### config.mk
export PLATFORM = sky130hd
export DESIGN_NAME = ps2_port_controller
export DESIGN_NICKNAME = d
export VERILOG_FILES = /design/src/verilog/ps2_port_pkg.sv /design/src/verilog/ps2_port_controller.sv
export SDC_FILE = /design/constraint.sdc
export NUM_CORES = 1
export LEC_CHECK = 0
export BUFFER_PORTS_ARGS = -buffer_cell sky130_fd_sc_hd__clkbuf_2
export CAP_MARGIN = 40
export CORE_UTILIZATION = 25
export CTS_CLUSTER_SIZE = 8
export DETAILED_ROUTE_END_ITERATION = 6
export HOLD_SLACK_MARGIN = 0.08
export PLACE_DENSITY = 0.52
export SLEW_MARGIN = 25
export SYNTH_ARGS = -nofsm -noshare
export SYNTH_HDL_FRONTEND = slang
export SYNTH_SLANG_ARGS = --single-unit
### constraint.sdc
create_clock -name clock_i -period 4.85 [get_ports clock_i]
set_input_delay 0.97 -clock clock_i [delete_from_list [all_inputs] [get_ports clock_i]]
set_output_delay 0.97 -clock clock_i [all_outputs]
set_load 0.01 [all_outputs]
### src/verilog/ps2_port_pkg.sv
// Package: constants, states and carriers for the two-wire keyboard port controller
package ps2_port_pkg;
   // -----------------------------------------------------------------
   // Timing
   // -----------------------------------------------------------------
   localparam int CLK_HZ = 125_000_000;
   localparam int FSM_HZ = 2_000_000;
   localparam int TICK_DIV = CLK_HZ / FSM_HZ;
   localparam int RTS_NS = 80;
   localparam int RTS_CYCLES = (RTS_NS * (CLK_HZ / 1_000_000)) / 1000;
   localparam int TIMEOUT_US = 2000;
   localparam int TIMEOUT_TICKS = (TIMEOUT_US * (FSM_HZ / 1_000_000));
   // -----------------------------------------------------------------
   // Frame layout and reset values
   // -----------------------------------------------------------------
   localparam int FRAME_BITS = 11;
   localparam logic [3:0] PARITY_POS = 4'h9;
   localparam logic [3:0] STOP_POS = 4'hA;
   localparam logic [7:0] RX_BYTE_RESET = 8'hFF;
   localparam logic [9:0] TX_SHIFT_RESET = 10'h000;
   localparam logic [3:0] BITCNT_RESET = 4'h0;

   typedef enum logic [1:0] {ST_IDLE, ST_RX, ST_TX} state_t;

   // One clock/data pair of a port
   typedef struct packed {
      logic clk;
      logic dat;
   } line_pair_t;

   // Status flags presented to software
   typedef struct packed {
      logic rx_ready;
      logic parity_err;
      logic frame_err;
      logic timeout;
      logic xmit_idle;
   } status_t;
endpackage : ps2_port_pkg

### src/verilog/ps2_port_controller.sv
// Module: two-wire keyboard/mouse port controller with receive, transmit and wake
`timescale 1ns/1ps

module ps2_port_controller
   import ps2_port_pkg::*;
#(
   parameter int NPORTS = 2
) (
   // Clock and reset
   input wire logic clock_i,
   input wire logic nrst_i,
   // Control
   input wire logic enable_i,
   input wire logic tx_mode_i,
   input wire logic [((NPORTS > 1) ? $clog2(NPORTS) : 1)-1:0] port_sel_i,
   input wire logic tx_start_i,
   input wire logic [7:0] tx_byte_i,
   input wire logic rx_read_i,
   input wire logic err_clear_i,
   input wire logic [NPORTS-1:0] wake_en_i,
   // Status
   output logic [7:0] rx_byte_o,
   output status_t status_o,
   output logic tx_done_o,
   output logic sleep_ok_o,
   output logic port_activity_irq_o,
   output logic [NPORTS-1:0] port_wake_request_o,
   // Pins, open drain
   input wire line_pair_t [NPORTS-1:0] kbd_line_i,
   output line_pair_t [NPORTS-1:0] kbd_line_o,
   output line_pair_t [NPORTS-1:0] kbd_line_oe_o
);
   localparam int PW = (NPORTS > 1) ? $clog2(NPORTS) : 1;

   // -----------------------------------------------------------------
   // Pin synchronisers
   // -----------------------------------------------------------------
   logic [NPORTS-1:0] clk_in, dat_in;
   logic [NPORTS-1:0] cs1_q, cs2_q, cs3_q, clk_f_q;
   logic [NPORTS-1:0] ds1_q, ds2_q, ds3_q, dat_f_q;

   always_comb begin
      for (int p = 0; p < NPORTS; p++) begin
         clk_in[p] = kbd_line_i[p].clk;
         dat_in[p] = kbd_line_i[p].dat;
      end
   end

   // A level counts only once the second and third stages agree
   always_ff @(posedge clock_i or negedge nrst_i) begin
      if (!nrst_i) begin
         cs1_q <= '1;
         cs2_q <= '1;
         cs3_q <= '1;
         clk_f_q <= '1;
         ds1_q <= '1;
         ds2_q <= '1;
         ds3_q <= '1;
         dat_f_q <= '1;
      end else begin
         cs1_q <= clk_in;
         cs2_q <= cs1_q;
         cs3_q <= cs2_q;
         clk_f_q <= (cs2_q & cs3_q) | (clk_f_q & (cs2_q ^ cs3_q));
         ds1_q <= dat_in;
         ds2_q <= ds1_q;
         ds3_q <= ds2_q;
         dat_f_q <= (ds2_q & ds3_q) | (dat_f_q & (ds2_q ^ ds3_q));
      end
   end

   // -----------------------------------------------------------------
   // Port selection and edge detect
   // -----------------------------------------------------------------
   state_t state_q;
   logic [PW-1:0] port_q;
   logic clk_prev_q;
   logic clk_sel, dat_sel, fall;

   assign clk_sel = clk_f_q[port_q];
   assign dat_sel = dat_f_q[port_q];
   assign fall = clk_prev_q & ~clk_sel;

   // Port may only change between frames, so one port is live at a time
   always_ff @(posedge clock_i or negedge nrst_i) begin
      if (!nrst_i) begin
         port_q <= '0;
         clk_prev_q <= 1'b1;
      end else begin
         if (state_q == ST_IDLE && port_sel_i < NPORTS) begin
            port_q <= port_sel_i;
         end
         clk_prev_q <= clk_sel;
      end
   end

   // -----------------------------------------------------------------
   // 2 MHz pacing and no-edge timeout
   // -----------------------------------------------------------------
   logic [6:0] div_q;
   logic tick;
   logic [12:0] idle_cnt_q;
   logic timed_out;

   assign tick = (div_q == 7'(TICK_DIV - 1));
   // Timeout far exceeds the longest cell, so slow devices still pass
   assign timed_out = (idle_cnt_q == 13'(TIMEOUT_TICKS));

   always_ff @(posedge clock_i or negedge nrst_i) begin
      if (!nrst_i) begin
         div_q <= '0;
         idle_cnt_q <= '0;
      end else begin
         div_q <= tick ? 7'h00 : div_q + 7'h01;
         if (state_q == ST_IDLE || fall || timed_out) begin
            idle_cnt_q <= '0;
         end else if (tick) begin
            idle_cnt_q <= idle_cnt_q + 13'h0001;
         end
      end
   end

   // -----------------------------------------------------------------
   // Frame state machine
   // -----------------------------------------------------------------
   logic [3:0] bitcnt_q;
   logic [8:0] rx_sr_q;
   logic start_q;
   logic [9:0] tx_sr_q;
   logic dat_oe_q;
   logic rx_ready_q, parity_err_q, frame_err_q, timeout_q, tx_done_q;
   logic [7:0] rx_byte_q;
   logic tx_go, rx_end, rx_good, rx_abort;

   assign tx_go = tx_start_i & enable_i & tx_mode_i & (state_q == ST_IDLE) & ~rx_ready_q;
   assign rx_end = (state_q == ST_RX) & fall & (bitcnt_q == STOP_POS);
   assign rx_good = rx_end & ~start_q & dat_sel & (^rx_sr_q);
   // Dropping enable or turning to transmit before parity discards the byte
   assign rx_abort = (state_q == ST_RX) & (~enable_i | tx_mode_i) & (bitcnt_q < PARITY_POS);

   always_ff @(posedge clock_i or negedge nrst_i) begin
      if (!nrst_i) begin
         state_q <= ST_IDLE;
         bitcnt_q <= BITCNT_RESET;
         rx_sr_q <= '0;
         start_q <= 1'b1;
         tx_sr_q <= TX_SHIFT_RESET;
         dat_oe_q <= 1'b0;
      end else begin
         unique case (state_q)
            ST_IDLE: begin
               bitcnt_q <= BITCNT_RESET;
               if (tx_go) begin
                  // Stop, odd parity, then payload shifted out LSB first
                  tx_sr_q <= {1'b1, ~^tx_byte_i, tx_byte_i};
                  dat_oe_q <= 1'b1;
                  state_q <= ST_TX;
               end else if (enable_i && !tx_mode_i && !rx_ready_q && fall) begin
                  start_q <= dat_sel;
                  bitcnt_q <= 4'h1;
                  state_q <= ST_RX;
               end
            end
            ST_RX: begin
               if (rx_abort || timed_out) begin
                  state_q <= ST_IDLE;
               end else if (fall) begin
                  bitcnt_q <= bitcnt_q + 4'h1;
                  if (bitcnt_q == STOP_POS) begin
                     state_q <= ST_IDLE;
                  end else begin
                     rx_sr_q <= {dat_sel, rx_sr_q[8:1]};
                  end
               end
            end
            ST_TX: begin
               if (timed_out || !enable_i) begin
                  dat_oe_q <= 1'b0;
                  state_q <= ST_IDLE;
               end else if (fall) begin
                  bitcnt_q <= bitcnt_q + 4'h1;
                  // Pull low for a zero, release for a one
                  dat_oe_q <= (bitcnt_q < STOP_POS) ? ~tx_sr_q[0] : 1'b0;
                  tx_sr_q <= {1'b0, tx_sr_q[9:1]};
                  if (bitcnt_q == STOP_POS) begin
                     state_q <= ST_IDLE;
                  end
               end
            end
         endcase
      end
   end

   // -----------------------------------------------------------------
   // Receive buffer and status flags; a set beats a same-cycle clear
   // -----------------------------------------------------------------
   always_ff @(posedge clock_i or negedge nrst_i) begin
      if (!nrst_i) begin
         rx_ready_q <= 1'b0;
         rx_byte_q <= RX_BYTE_RESET;
         parity_err_q <= 1'b0;
         frame_err_q <= 1'b0;
         timeout_q <= 1'b0;
         tx_done_q <= 1'b0;
      end else begin
         tx_done_q <= (state_q == ST_TX) & fall & (bitcnt_q == STOP_POS);
         if (rx_good) begin
            rx_ready_q <= 1'b1;
            rx_byte_q <= rx_sr_q[7:0];
         end else if (rx_read_i || timed_out) begin
            rx_ready_q <= rx_read_i ? 1'b0 : rx_ready_q;
            rx_byte_q <= RX_BYTE_RESET;
         end
         if (rx_end && !(^rx_sr_q)) begin
            parity_err_q <= 1'b1;
         end else if (err_clear_i) begin
            parity_err_q <= 1'b0;
         end
         if (rx_end && (start_q || !dat_sel)) begin
            frame_err_q <= 1'b1;
         end else if (err_clear_i) begin
            frame_err_q <= 1'b0;
         end
         if (timed_out && state_q != ST_IDLE) begin
            timeout_q <= 1'b1;
         end else if (err_clear_i) begin
            timeout_q <= 1'b0;
         end
      end
   end

   // -----------------------------------------------------------------
   // Outputs
   // -----------------------------------------------------------------
   logic clk_oe;
   // Clock is only ever held low, never toggled: the peripheral clocks bits
   assign clk_oe = enable_i & (rx_ready_q | (tx_mode_i & (state_q == ST_IDLE)));

   always_comb begin
      for (int p = 0; p < NPORTS; p++) begin
         kbd_line_o[p] = '{clk: 1'b0, dat: 1'b0};
         kbd_line_oe_o[p].clk = clk_oe & (port_q == PW'(p));
         kbd_line_oe_o[p].dat = dat_oe_q & (port_q == PW'(p));
         // Raw pin, no clock: a low data line after its fall wakes the core
         port_wake_request_o[p] = wake_en_i[p] & ~kbd_line_i[p].dat;
      end
   end

   assign rx_byte_o = rx_byte_q;
   assign status_o = '{rx_ready: rx_ready_q, parity_err: parity_err_q,
                       frame_err: frame_err_q, timeout: timeout_q,
                       xmit_idle: (state_q != ST_TX)};
   assign tx_done_o = tx_done_q;
   assign port_activity_irq_o = rx_ready_q | parity_err_q | frame_err_q
                                | timeout_q | tx_done_q;
   assign sleep_ok_o = ~enable_i | (~tx_mode_i & (state_q == ST_IDLE) & ~rx_ready_q
                                    & clk_sel & dat_sel);
endmodule : ps2_port_controller

==> results of run 1 <==
-- power by group through the flow --
stage	combinational, uW	clock [uW]	sequential (uW)
2_1_floorplan	529	0	850
3_3_place_gp	656	0	873
3_5_place_dp	670	0	875
4_1_cts	674	701	864
5_1_grt	744	729	878
6_report	666	682	866
-- worst max-delay path: stages (launching register included) --
cell      delay (ns)
dfrtp_1         0.37
inv_1           0.07
ha_1            0.30
and2_1          0.21
o21ai_0         0.35
nor2_1          0.08
clkbuf_2        0.14
-- sequential cells by signal, indices dropped and copies added, names as in the netlist, 2 cells and up --
register    count
ds1_q           2
cs3_q           2
ds2_q           2
state_q         2
rx_byte_o       8
ds3_q           2
clk_f_q         2
cs1_q           2
idle_cnt_q     13
bitcnt_q        4
cs2_q           2
rx_sr_q         9
tx_sr_q        10
dat_f_q         2
div_q           7
-- area by class of cell --
| class | instances | area, um^2 |
|---|---|---|
| Tap cell | 211 | 264 |
| Timing Repair Buffer | 44 | 245 |
| Sequential cell | 78 | 1980 |
| Clock inverter | 7 | 72.6 |
| Fill cell | 1615 | 10700 |
| Multi-Input combinational cell | 242 | 1740 |
| Clock buffer | 9 | 225 |
| Inverter | 29 | 109 |
-- stage by stage --
stage	setup WS (ns)	util [%]
after floorplan	2.44	-
after global placement	2.01	28.2
after detailed placement	2.02	28.3
after CTS	1.99	30.3
after global routing	1.86	30.3
final	2.01	30.3
-- worst max-delay path by stage --
stage | from | end | slack (ns) | cells after the start
floorplan | tx_mode_i | sleep_ok_o | 2.44 | 3
global route | state_q[1] | kbd_line_oe_o[1] | 1.86 | 6
detailed placement | tx_mode_i | kbd_line_oe_o[3] | 2.02 | 5
CTS | state_q[0] | kbd_line_oe_o[3] | 1.99 | 6
global placement | tx_mode_i | kbd_line_oe_o[3] | 2.01 | 5
finish | state_q[0] | kbd_line_oe_o[1] | 2.01 | 6
-- cell usage in the layout (no fill, tap or decap), types with 3 or more instances in the layout --
cell,instances
a21o_1,5
a21oi_1,13
and3_1,3
clkbuf_16,9
clkbuf_2,42
conb_1,4
dfrtp_1,52
dfstp_2,26
ha_1,14
inv_1,28
mux2_2,3
mux2i_1,15
nand2_1,12
nand2b_1,10
nand3_1,16
nand4_1,10
nor2_1,35
nor2b_1,4
o21ai_0,8
o22ai_1,12
o31ai_1,9
or4_1,3
xnor2_1,15
xor2_1,13
-- logic make-up (layout without fill, tap and decap cells) --
| group | Yosys count | in the layout | share of synthesized area (%) |
|---|---|---|---|
| AO/OA/AOI/OAI | 62 | 62 | 10.9 |
| XOR/XNOR | 30 | 30 | 7.21 |
| adder cells (fa/ha/maj) | 14 | 14 | 4.44 |
| buffers and inverters | 46 | 89 | 5.81 |
| flip-flops | 78 | 78 | 50.3 |
| multiplexers | 21 | 21 | 5.78 |
| other | 1 | 4 | 0.0951 |
| AND/OR/NAND/NOR | 111 | 111 | 15.5 |
-- per-layer routing --
layer,wire [um],vias up
met5,0,-
li1,-,1339
met1,3750,1339
met4,152,0
met3,440,11
met2,3580,76
==> flow_metrics.py, run 1 <==
metrics = {
    "run_status": {
        "status": "completed",
    },
    "placed_design": {
        "io_buffers": 43,
        "placed_cells_incl_taps": 604,
        "placed_area_um2": 4340,
        "place_congestion": 0.811,
        "dpl.hpwl_mm": 5.64,
    },
    "floorplan": {
        "core_region_area_um2": 15300,
        "initial_core_util_pct": 25.7,
        "io_pins": 48,
        "rows": 45,
        "die_w_um": 128,
        "die_area_um2": 16300,
        "die_h_um": 128,
    },
    "hold_path": {
        "hold_class": "flip-flop to flip-flop",
        "hold_depth": 0,
        "holdCritStartpoint": "ds1_q[1]",
        "worstHoldEndpoint": "ds2_q[1]",
    },
    "logic_synthesis": {
        "synth_seq_area_share_pct": 50.3,
        "synth_area_leader_cell": "dfrtp_1",
        "synth.top_cell.area_share_pct": 33.0,
        "ys_seq_elements": 78,
        "synth_edf_count": 0,
        "syn_avg_cell_area_um2": 10.9,
        "synthCells": 363,
        "synth_cell_type_count": 61,
        "synthTopCellsByCount": "52 x dfrtp_1, 35 x nor2_1, 28 x inv_1",
        "ys.warnings.count": 0,
        "synth_ff_type": "dfrtp_1",
        "async_flop_share_pct": 100,
        "synth_area_leaders": "dfrtp_1 33%, dfstp_2 17%, ha_1 4.4%",
        "syn_area_um2": 3940,
        "yosysMostFrequentCell": "dfrtp_1",
    },
    "route": {
        "wire_per_inst_um": 12.8,
        "drt_wl_total_mm": 7.92,
        "drc": 0,
        "firstDrtPassIters": 6,
        "drtIter0Drc": 158,
        "antenna_left": 0,
        "viasPerCell": 4.46,
        "vias": 2765,
    },
    "global_routing": {
        "grt_max_degree": 52,
        "gr-usage-met1_pct": 12.9,
        "grt_pass1_vias": 2632,
        "track_usage_pct": 10.2,
        "antenna_found_initial": 0,
        "grt_pass1_wl_mm": 13.0,
        "use_met2_pct": 15.8,
        "overflow": 0,
        "top_usage_layer": "met2",
        "gr-usage-met3_pct": 2.97,
    },
    "finish": {
        "instances_no_fill": 620,
        "diodes": 0,
        "nNetsFinal": 440,
        "drive_above_1_share_pct": 26.2,
        "syn2layout_area_growth_pct": 17.7,
        "final_cell_area_um2": 4640,
    },
    "setup_path": {
        "cp-end-kind": "output port",
        "r2r_end": "rx_sr_q[7]",
        "ff2ff_path_depth": 5,
        "setup.worst_path.start_class": "flip-flop",
        "worstPathMaxFanout": 7,
        "critPathArrivalTime_ns": 1.87,
        "crit_type": "flip-flop to output port",
        "reg2reg_from": "port_q",
        "worstPathRequired_ns": 3.88,
        "r2r_setup_slack_ns": 2.47,
    },
    "cts": {
        "clock_sinks": 78,
        "clock_path_buffers": 2,
        "cts-root-buf": "clkbuf_16",
        "cts_tree": "yes",
        "insertion_delay_ns": 0.34,
        "ctsResizeCount": 0,
        "cts_setup_buffers": 0,
        "hold_buffers": 0,
        "ctsHtreeMaxLevel": 3,
        "clk_pin_slew_worst_paths_ns": 0.06,
        "cts_buffers": 9,
    },
    "timing": {
        "fmax_mhz": 352,
        "post-route-min-period_ns": 2.84,
        "holdWs_ns": 0.355,
        "hold_viol": 0,
        "timing.setup.tns_ns": 0,
        "worst_slew_pin_slew_ns": 0.710,
        "finalClockSkew_ns": 0.0123,
        "relSlewSlack_pct": 52.7,
        "finalSetupViolCount": 0,
        "finalMaxSlewViolations": 0,
        "rsz0062_at_grt": "false",
        "period_share_pct": 58.6,
    },
    "power_and_ir_drop": {
        "swShare_pct": 33.4,
        "power_uw": 2210,
        "power_frac_seq_pct": 39.1,
        "clockPowerShare_pct": 30.8,
        "netSwitchingPower_uw": 739,
        "internal_power_uw": 1470,
        "leakage_uw": 0.00208,
        "p_per_area_nw_per_um2": 477,
        "comb_power_share_pct": 30.1,
        "peakVddDrop_mv": 0.155,
    },
    "run": {
        "cap_viol_max_count": 0,
    },
}
(Power assumes the default switching activity.)
==> run 2, diff against run 1 <==
--- a/config.mk
+++ b/config.mk
@@ -11,7 +11,7 @@
 export CTS_CLUSTER_SIZE = 8
 export DETAILED_ROUTE_END_ITERATION = 6
 export HOLD_SLACK_MARGIN = 0.08
-export PLACE_DENSITY = 0.52
+export PLACE_DENSITY = 0.53
 export SLEW_MARGIN = 25
 export SYNTH_ARGS = -nofsm -noshare
 export SYNTH_HDL_FRONTEND = slang
==> constraint.sdc (replaced) <==
create_clock -name clock_i -period 2.4 [get_ports clock_i]
set_input_delay 0.48 -clock clock_i [delete_from_list [all_inputs] [get_ports clock_i]]
set_output_delay 0.48 -clock clock_i [all_outputs]
set_load 0.01 [all_outputs]
==> flow_metrics.py, run 2 (synthesis results as in run 1) <==
metrics = {
    "run_status": {
        "status": "completed",
    },
    "timing": {
        "period_share_pct": 94.1,
        "post-route-min-period_ns": 2.26,
        "worst_slew_pin_slew_ns": 0.558,
        "fmax_mhz": 443,
        "relSlewSlack_pct": 62.7,
        "finalMaxSlewViolations": 0,
        "finalSetupViolCount": 0,
        "finalClockSkew_ns": 0.0105,
        "hold_viol": 0,
        "worst_slack_ns": 0.143,
        "rsz0062_at_grt": "false",
        "timing.setup.tns_ns": 0,
    },
    "finish": {
        "final_cell_mix": "52 x dfrtp_1, 42 x clkbuf_2, 35 x nor2_1",
        "largest_register_ffs": 13,
        "layout_commonest_cell": "dfrtp_1",
        "nNetsFinal": 445,
        "regMostFlops": "idle_cnt_q",
        "final_util_pct": 30.4,
        "drive_above_1_share_pct": 27.1,
        "nFillCells": 1607,
        "reg.largest.list": "idle_cnt_q: 13 flops, tx_sr_q: 10 flops, rx_sr_q: 9 flops",
        "diodes": 0,
        "syn2layout_area_growth_pct": 18.2,
    },
    "power_and_ir_drop": {
        "power_uw": 4430,
        "peakVddDrop_mv": 0.370,
        "p_per_area_nw_per_um2": 952,
        "leakage_uw": 0.00210,
    },
    "route": {
        "viasPerCell": 4.39,
        "wire_per_inst_um": 12.9,
        "drc": 0,
        "vias": 2742,
        "drtIter0Drc": 170,
        "firstDrtPassIters": 4,
        "antenna_left": 0,
        "drt_wl_total_mm": 8.05,
    },
    "floorplan": {
        "io_pins": 48,
        "die_area_um2": 16300,
        "rows": 45,
        "core_region_area_um2": 15300,
        "die_h_um": 128,
        "die_w_um": 128,
        "initial_core_util_pct": 25.7,
    },
    "cts": {
        "cts_tree": "yes",
        "cts-root-buf": "clkbuf_16",
        "insertion_delay_ns": 0.34,
        "cts_buffers": 9,
        "clk_pin_slew_worst_paths_ns": 0.06,
        "clock_sinks": 78,
        "clock_path_buffers": 2,
        "ctsHtreeMaxLevel": 3,
        "hold_buffers": 0,
        "cts_setup_buffers": 0,
    },
    "global_routing": {
        "overflow": 0,
        "antenna_found_initial": 0,
        "grt_max_degree": 34,
        "grt_pass1_vias": 2730,
        "track_usage_pct": 11.0,
        "grt_pass1_wl_mm": 13.9,
    },
    "hold_path": {
        "hold_class": "input port to asynchronous set/reset pin",
    },
    "setup_path": {
        "critPathArrivalTime_ns": 1.78,
        "worstPathRequired_ns": 1.92,
        "ff2ff_path_depth": 7,
        "setup.worst_path.start_class": "flip-flop",
        "crit_type": "flip-flop to output port",
        "worstPathMaxFanout": 7,
        "cp-end-kind": "output port",
    },
    "run": {
        "cap_viol_max_count": 0,
    },
    "placed_design": {
        "place_congestion": 0.814,
        "io_buffers": 43,
        "dpl.hpwl_mm": 5.77,
        "dpl_worst_slack_ns": 0.235,
    },
}
run 2: changes by cell type in the layout (fill, tap and decap cells not counted), sizes merged:
cell | before | now
clkbuf | 51 | 53
buf | 2 | 7
inv | 30 | 29
bufinv | 1 | 0
run 2: timing repair:
| action | 4_1_cts | 5_1_grt |
|---|---|---|
| setup endpoints to repair | 0 | 2 |
| resized for setup | 0 | 1 |
| endpoints found under the hold margin | 0 | 0 |
run 2: final timing paths:
| path | to | slack [ns] | start |
|---|---|---|---|
| setup / recovery | kbd_line_oe_o[3] | 0.14 | state_q[0] |
| hold / removal | tx_sr_q[2] | 0.09 | nrst_i |
| setup reg to reg | tx_sr_q[8] | 0.21 | state_q[0] |
| hold reg to reg | ds2_q[1] | 0.35 | ds1_q[1] |
| max in group asynchronous | ds2_q[0] | 1.66 | nrst_i |
| min in group clock_i | cs1_q[1] | 0.23 | kbd_line_i[3] |
run 2: metrics by stage:
| step | hold WS (ns) | cells | instance area (um^2) |
|---|---|---|---|
| final | 0.0853 | 625 | 4660 |
| after global routing | 0.113 | 625 | 4660 |
| after CTS | 0.0934 | 625 | 4660 |
| after detailed placement | 0.347 | 609 | 4370 |
| after global placement | 0.346 | 609 | 4370 |
| after floorplan | 0.184 | 366 | 3950 |
run 2: final cells by class:
class                   instances  area, um^2  share of cell area (%)
repair buffers                 49         275                    5.91
clock inverters                 5        33.8                   0.725
well taps                     211         264                    5.67
multi-input cells             242        1740                    37.3
flip-flops and latches         78        1980                    42.6
clock buffers                  11         253                    5.43
inverters                      29         109                    2.34
run 2: routing by layer:
| metal | part of all wire [%] | global-route usage (%) | routed length, um |
|---|---|---|---|
| met5 | 0 | 0 | 0 |
| met4 | 2.0 | 5.18 | 158 |
| met3 | 3.7 | 2.93 | 297 |
| met2 | 45 | 16.7 | 3600 |
| met1 | 50 | 14.5 | 3990 |
run 2: power breakdown:
part           internal (uW)  switching, uW  leakage, uW
Clock                    755            552     0.000138
Combinational            625            756      0.00103
Sequential              1570            181     0.000925
Total                   2940           1490      0.00210
run 2: critical path, stage by stage (launching register included):
cell and delay [ns]:
dfrtp_1 0.40, inv_1 0.10, ha_1 0.29, and2_1 0.23
o21ai_1 0.11, nor2_1 0.15, clkbuf_2 0.16
==> run 3, diff against run 2 <==
--- a/config.mk
+++ b/config.mk
@@ -11,7 +11,8 @@
 export CTS_CLUSTER_SIZE = 8
 export DETAILED_ROUTE_END_ITERATION = 6
 export HOLD_SLACK_MARGIN = 0.08
-export PLACE_DENSITY = 0.53
+export MAX_ROUTING_LAYER = met4
+export PLACE_DENSITY = 0.52
 export SLEW_MARGIN = 25
 export SYNTH_ARGS = -nofsm -noshare
 export SYNTH_HDL_FRONTEND = slang
==> constraint.sdc (replaced) <==
create_clock -name clock_i -period 2.7 [get_ports clock_i]
set_input_delay 0.54 -clock clock_i [delete_from_list [all_inputs] [get_ports clock_i]]
set_output_delay 0.54 -clock clock_i [all_outputs]
set_load 0.01 [all_outputs]
==> flow_metrics.py, run 3 (synthesis results as in run 1) <==
metrics = {
    "cts": {
        "cts_tree": "yes",
        "clock_sinks": 78,
        "cts-root-buf": "clkbuf_16",
        "clk_pin_slew_worst_paths_ns": 0.06,
        "ctsResizeCount": 0,
        "insertion_delay_ns": 0.35,
        "ctsHtreeMaxLevel": 3,
        "hold_buffers": 0,
        "cts_setup_buffers": 0,
        "cts_buffers": 9,
        "clock_path_buffers": 2,
    },
    "floorplan": {
        "initial_core_util_pct": 25.7,
        "core_region_area_um2": 15300,
        "die_area_um2": 16300,
        "die_w_um": 128,
        "rows": 45,
        "die_h_um": 128,
        "io_pins": 48,
    },
    "setup_path": {
        "reg2reg_from": "state_q[0]",
        "cp-startpoint": "state_q[0]",
        "crit_type": "flip-flop to output port",
        "critPathArrivalTime_ns": 1.86,
        "worstPathMaxFanout": 18,
        "setup.worst_path.start_class": "flip-flop",
        "worstPathRequired_ns": 2.16,
        "cp-end-kind": "output port",
    },
    "route": {
        "wire_per_inst_um": 12.7,
        "firstDrtPassIters": 4,
        "viasPerCell": 4.35,
        "vias": 2702,
        "drc": 0,
        "antenna_left": 0,
        "drtIter0Drc": 146,
        "drt_wl_total_mm": 7.90,
    },
    "finish": {
        "layout_commonest_cell": "dfrtp_1",
        "drive_above_1_share_pct": 26.1,
        "final_cell_mix": "52 x dfrtp_1, 42 x clkbuf_2, 35 x nor2_1",
        "syn2layout_area_growth_pct": 18.4,
        "largest_register_ffs": 13,
        "regMostFlops": "idle_cnt_q",
        "nNetsFinal": 441,
        "reg.largest.list": "idle_cnt_q: 13 flops, tx_sr_q: 10 flops, rx_sr_q: 9 flops",
        "diodes": 0,
        "instances_no_fill": 621,
    },
    "global_routing": {
        "grt_pass1_vias": 2587,
        "grt_max_degree": 42,
        "antenna_found_initial": 0,
        "overflow": 0,
        "track_usage_pct": 10.7,
        "grt_pass1_wl_mm": 13.1,
    },
    "run_status": {
        "status": "completed",
    },
    "hold_path": {
        "hold_class": "input port to asynchronous set/reset pin",
    },
    "run": {
        "cap_viol_max_count": 0,
    },
    "placed_design": {
        "dpl.hpwl_mm": 5.61,
        "placed_cells_incl_taps": 605,
        "io_buffers": 43,
        "place_congestion": 0.807,
    },
    "timing": {
        "finalMaxSlewViolations": 0,
        "finalSetupViolCount": 0,
        "timing.setup.tns_ns": 0,
        "relSlewSlack_pct": 51.1,
        "finalClockSkew_ns": 0.00716,
        "post-route-min-period_ns": 2.40,
        "rsz0062_at_grt": "false",
        "worst_slew_pin_slew_ns": 0.734,
        "fmax_mhz": 416,
        "period_share_pct": 89.0,
        "hold_viol": 0,
    },
    "power_and_ir_drop": {
        "leakage_uw": 0.00210,
        "power_uw": 4080,
        "p_per_area_nw_per_um2": 874,
        "peakVddDrop_mv": 0.359,
    },
}
run 3: cell count changes in the layout (fill, tap and decap cells not counted), sizes merged:
cell	previous run	this run
bufinv	0	2
clkinvlp	2	0
buf	7	3
run 3: worst paths after layout:
check | depth (start not counted) | end | slack [ns]
worst max-delay path | 4 | status_o[0] | 0.30
worst min-delay path | 1 | tx_sr_q[4] | 0.18
worst max register to register | 6 | tx_sr_q[2] | 0.48
worst min register to register | 0 | ds2_q[0] | 0.35
max in group asynchronous | 2 | start_q | 1.86
min in group clock_i | 1 | cs1_q[0] | 0.28
run 3: per-layer routing:
metal	wire length (um)	up-vias	GRT usage, %	part of all wire [%]
met3	343	8	4.02	4.3
li1	-	1333	-	-
met4	134	0	3.92	1.7
met5	0	-	-	0
met1	3950	1304	13.6	50
met2	3470	57	15.6	44
run 3: cell type report:
| class | count | area, um^2 |
|---|---|---|
| flip-flops and latches | 78 | 1980 |
| repair buffers | 45 | 245 |
| fillers | 1608 | 10600 |
| multi-input cells | 242 | 1740 |
| inverters | 29 | 109 |
| clock buffers | 11 | 243 |
| clock inverters | 5 | 82.6 |
| well taps | 211 | 264 |
run 3: power by group:
group,switching [uW],internal (uW)
logic,657,543
clock network,492,836
registers,161,1390
run 3: worst max-delay path: stages (launching register included):
cell      delay [ns]
dfrtp_1         0.40
inv_1           0.09
ha_1            0.63
inv_1           0.20
clkbuf_2        0.19
run 3: stage by stage:
stage / hold WS, ns / instance area, um^2 / setup slack [ns] / util, %
after floorplan: 0.244 / 3950 / 0.912 / -
after global placement: 0.346 / 4340 / 0.577 / 28.3
after detailed placement: 0.347 / 4340 / 0.499 / 28.3
after CTS: 0.204 / 4670 / 0.275 / 30.5
after global routing: 0.215 / 4670 / 0.148 / 30.5
final: 0.180 / 4670 / 0.297 / 30.5
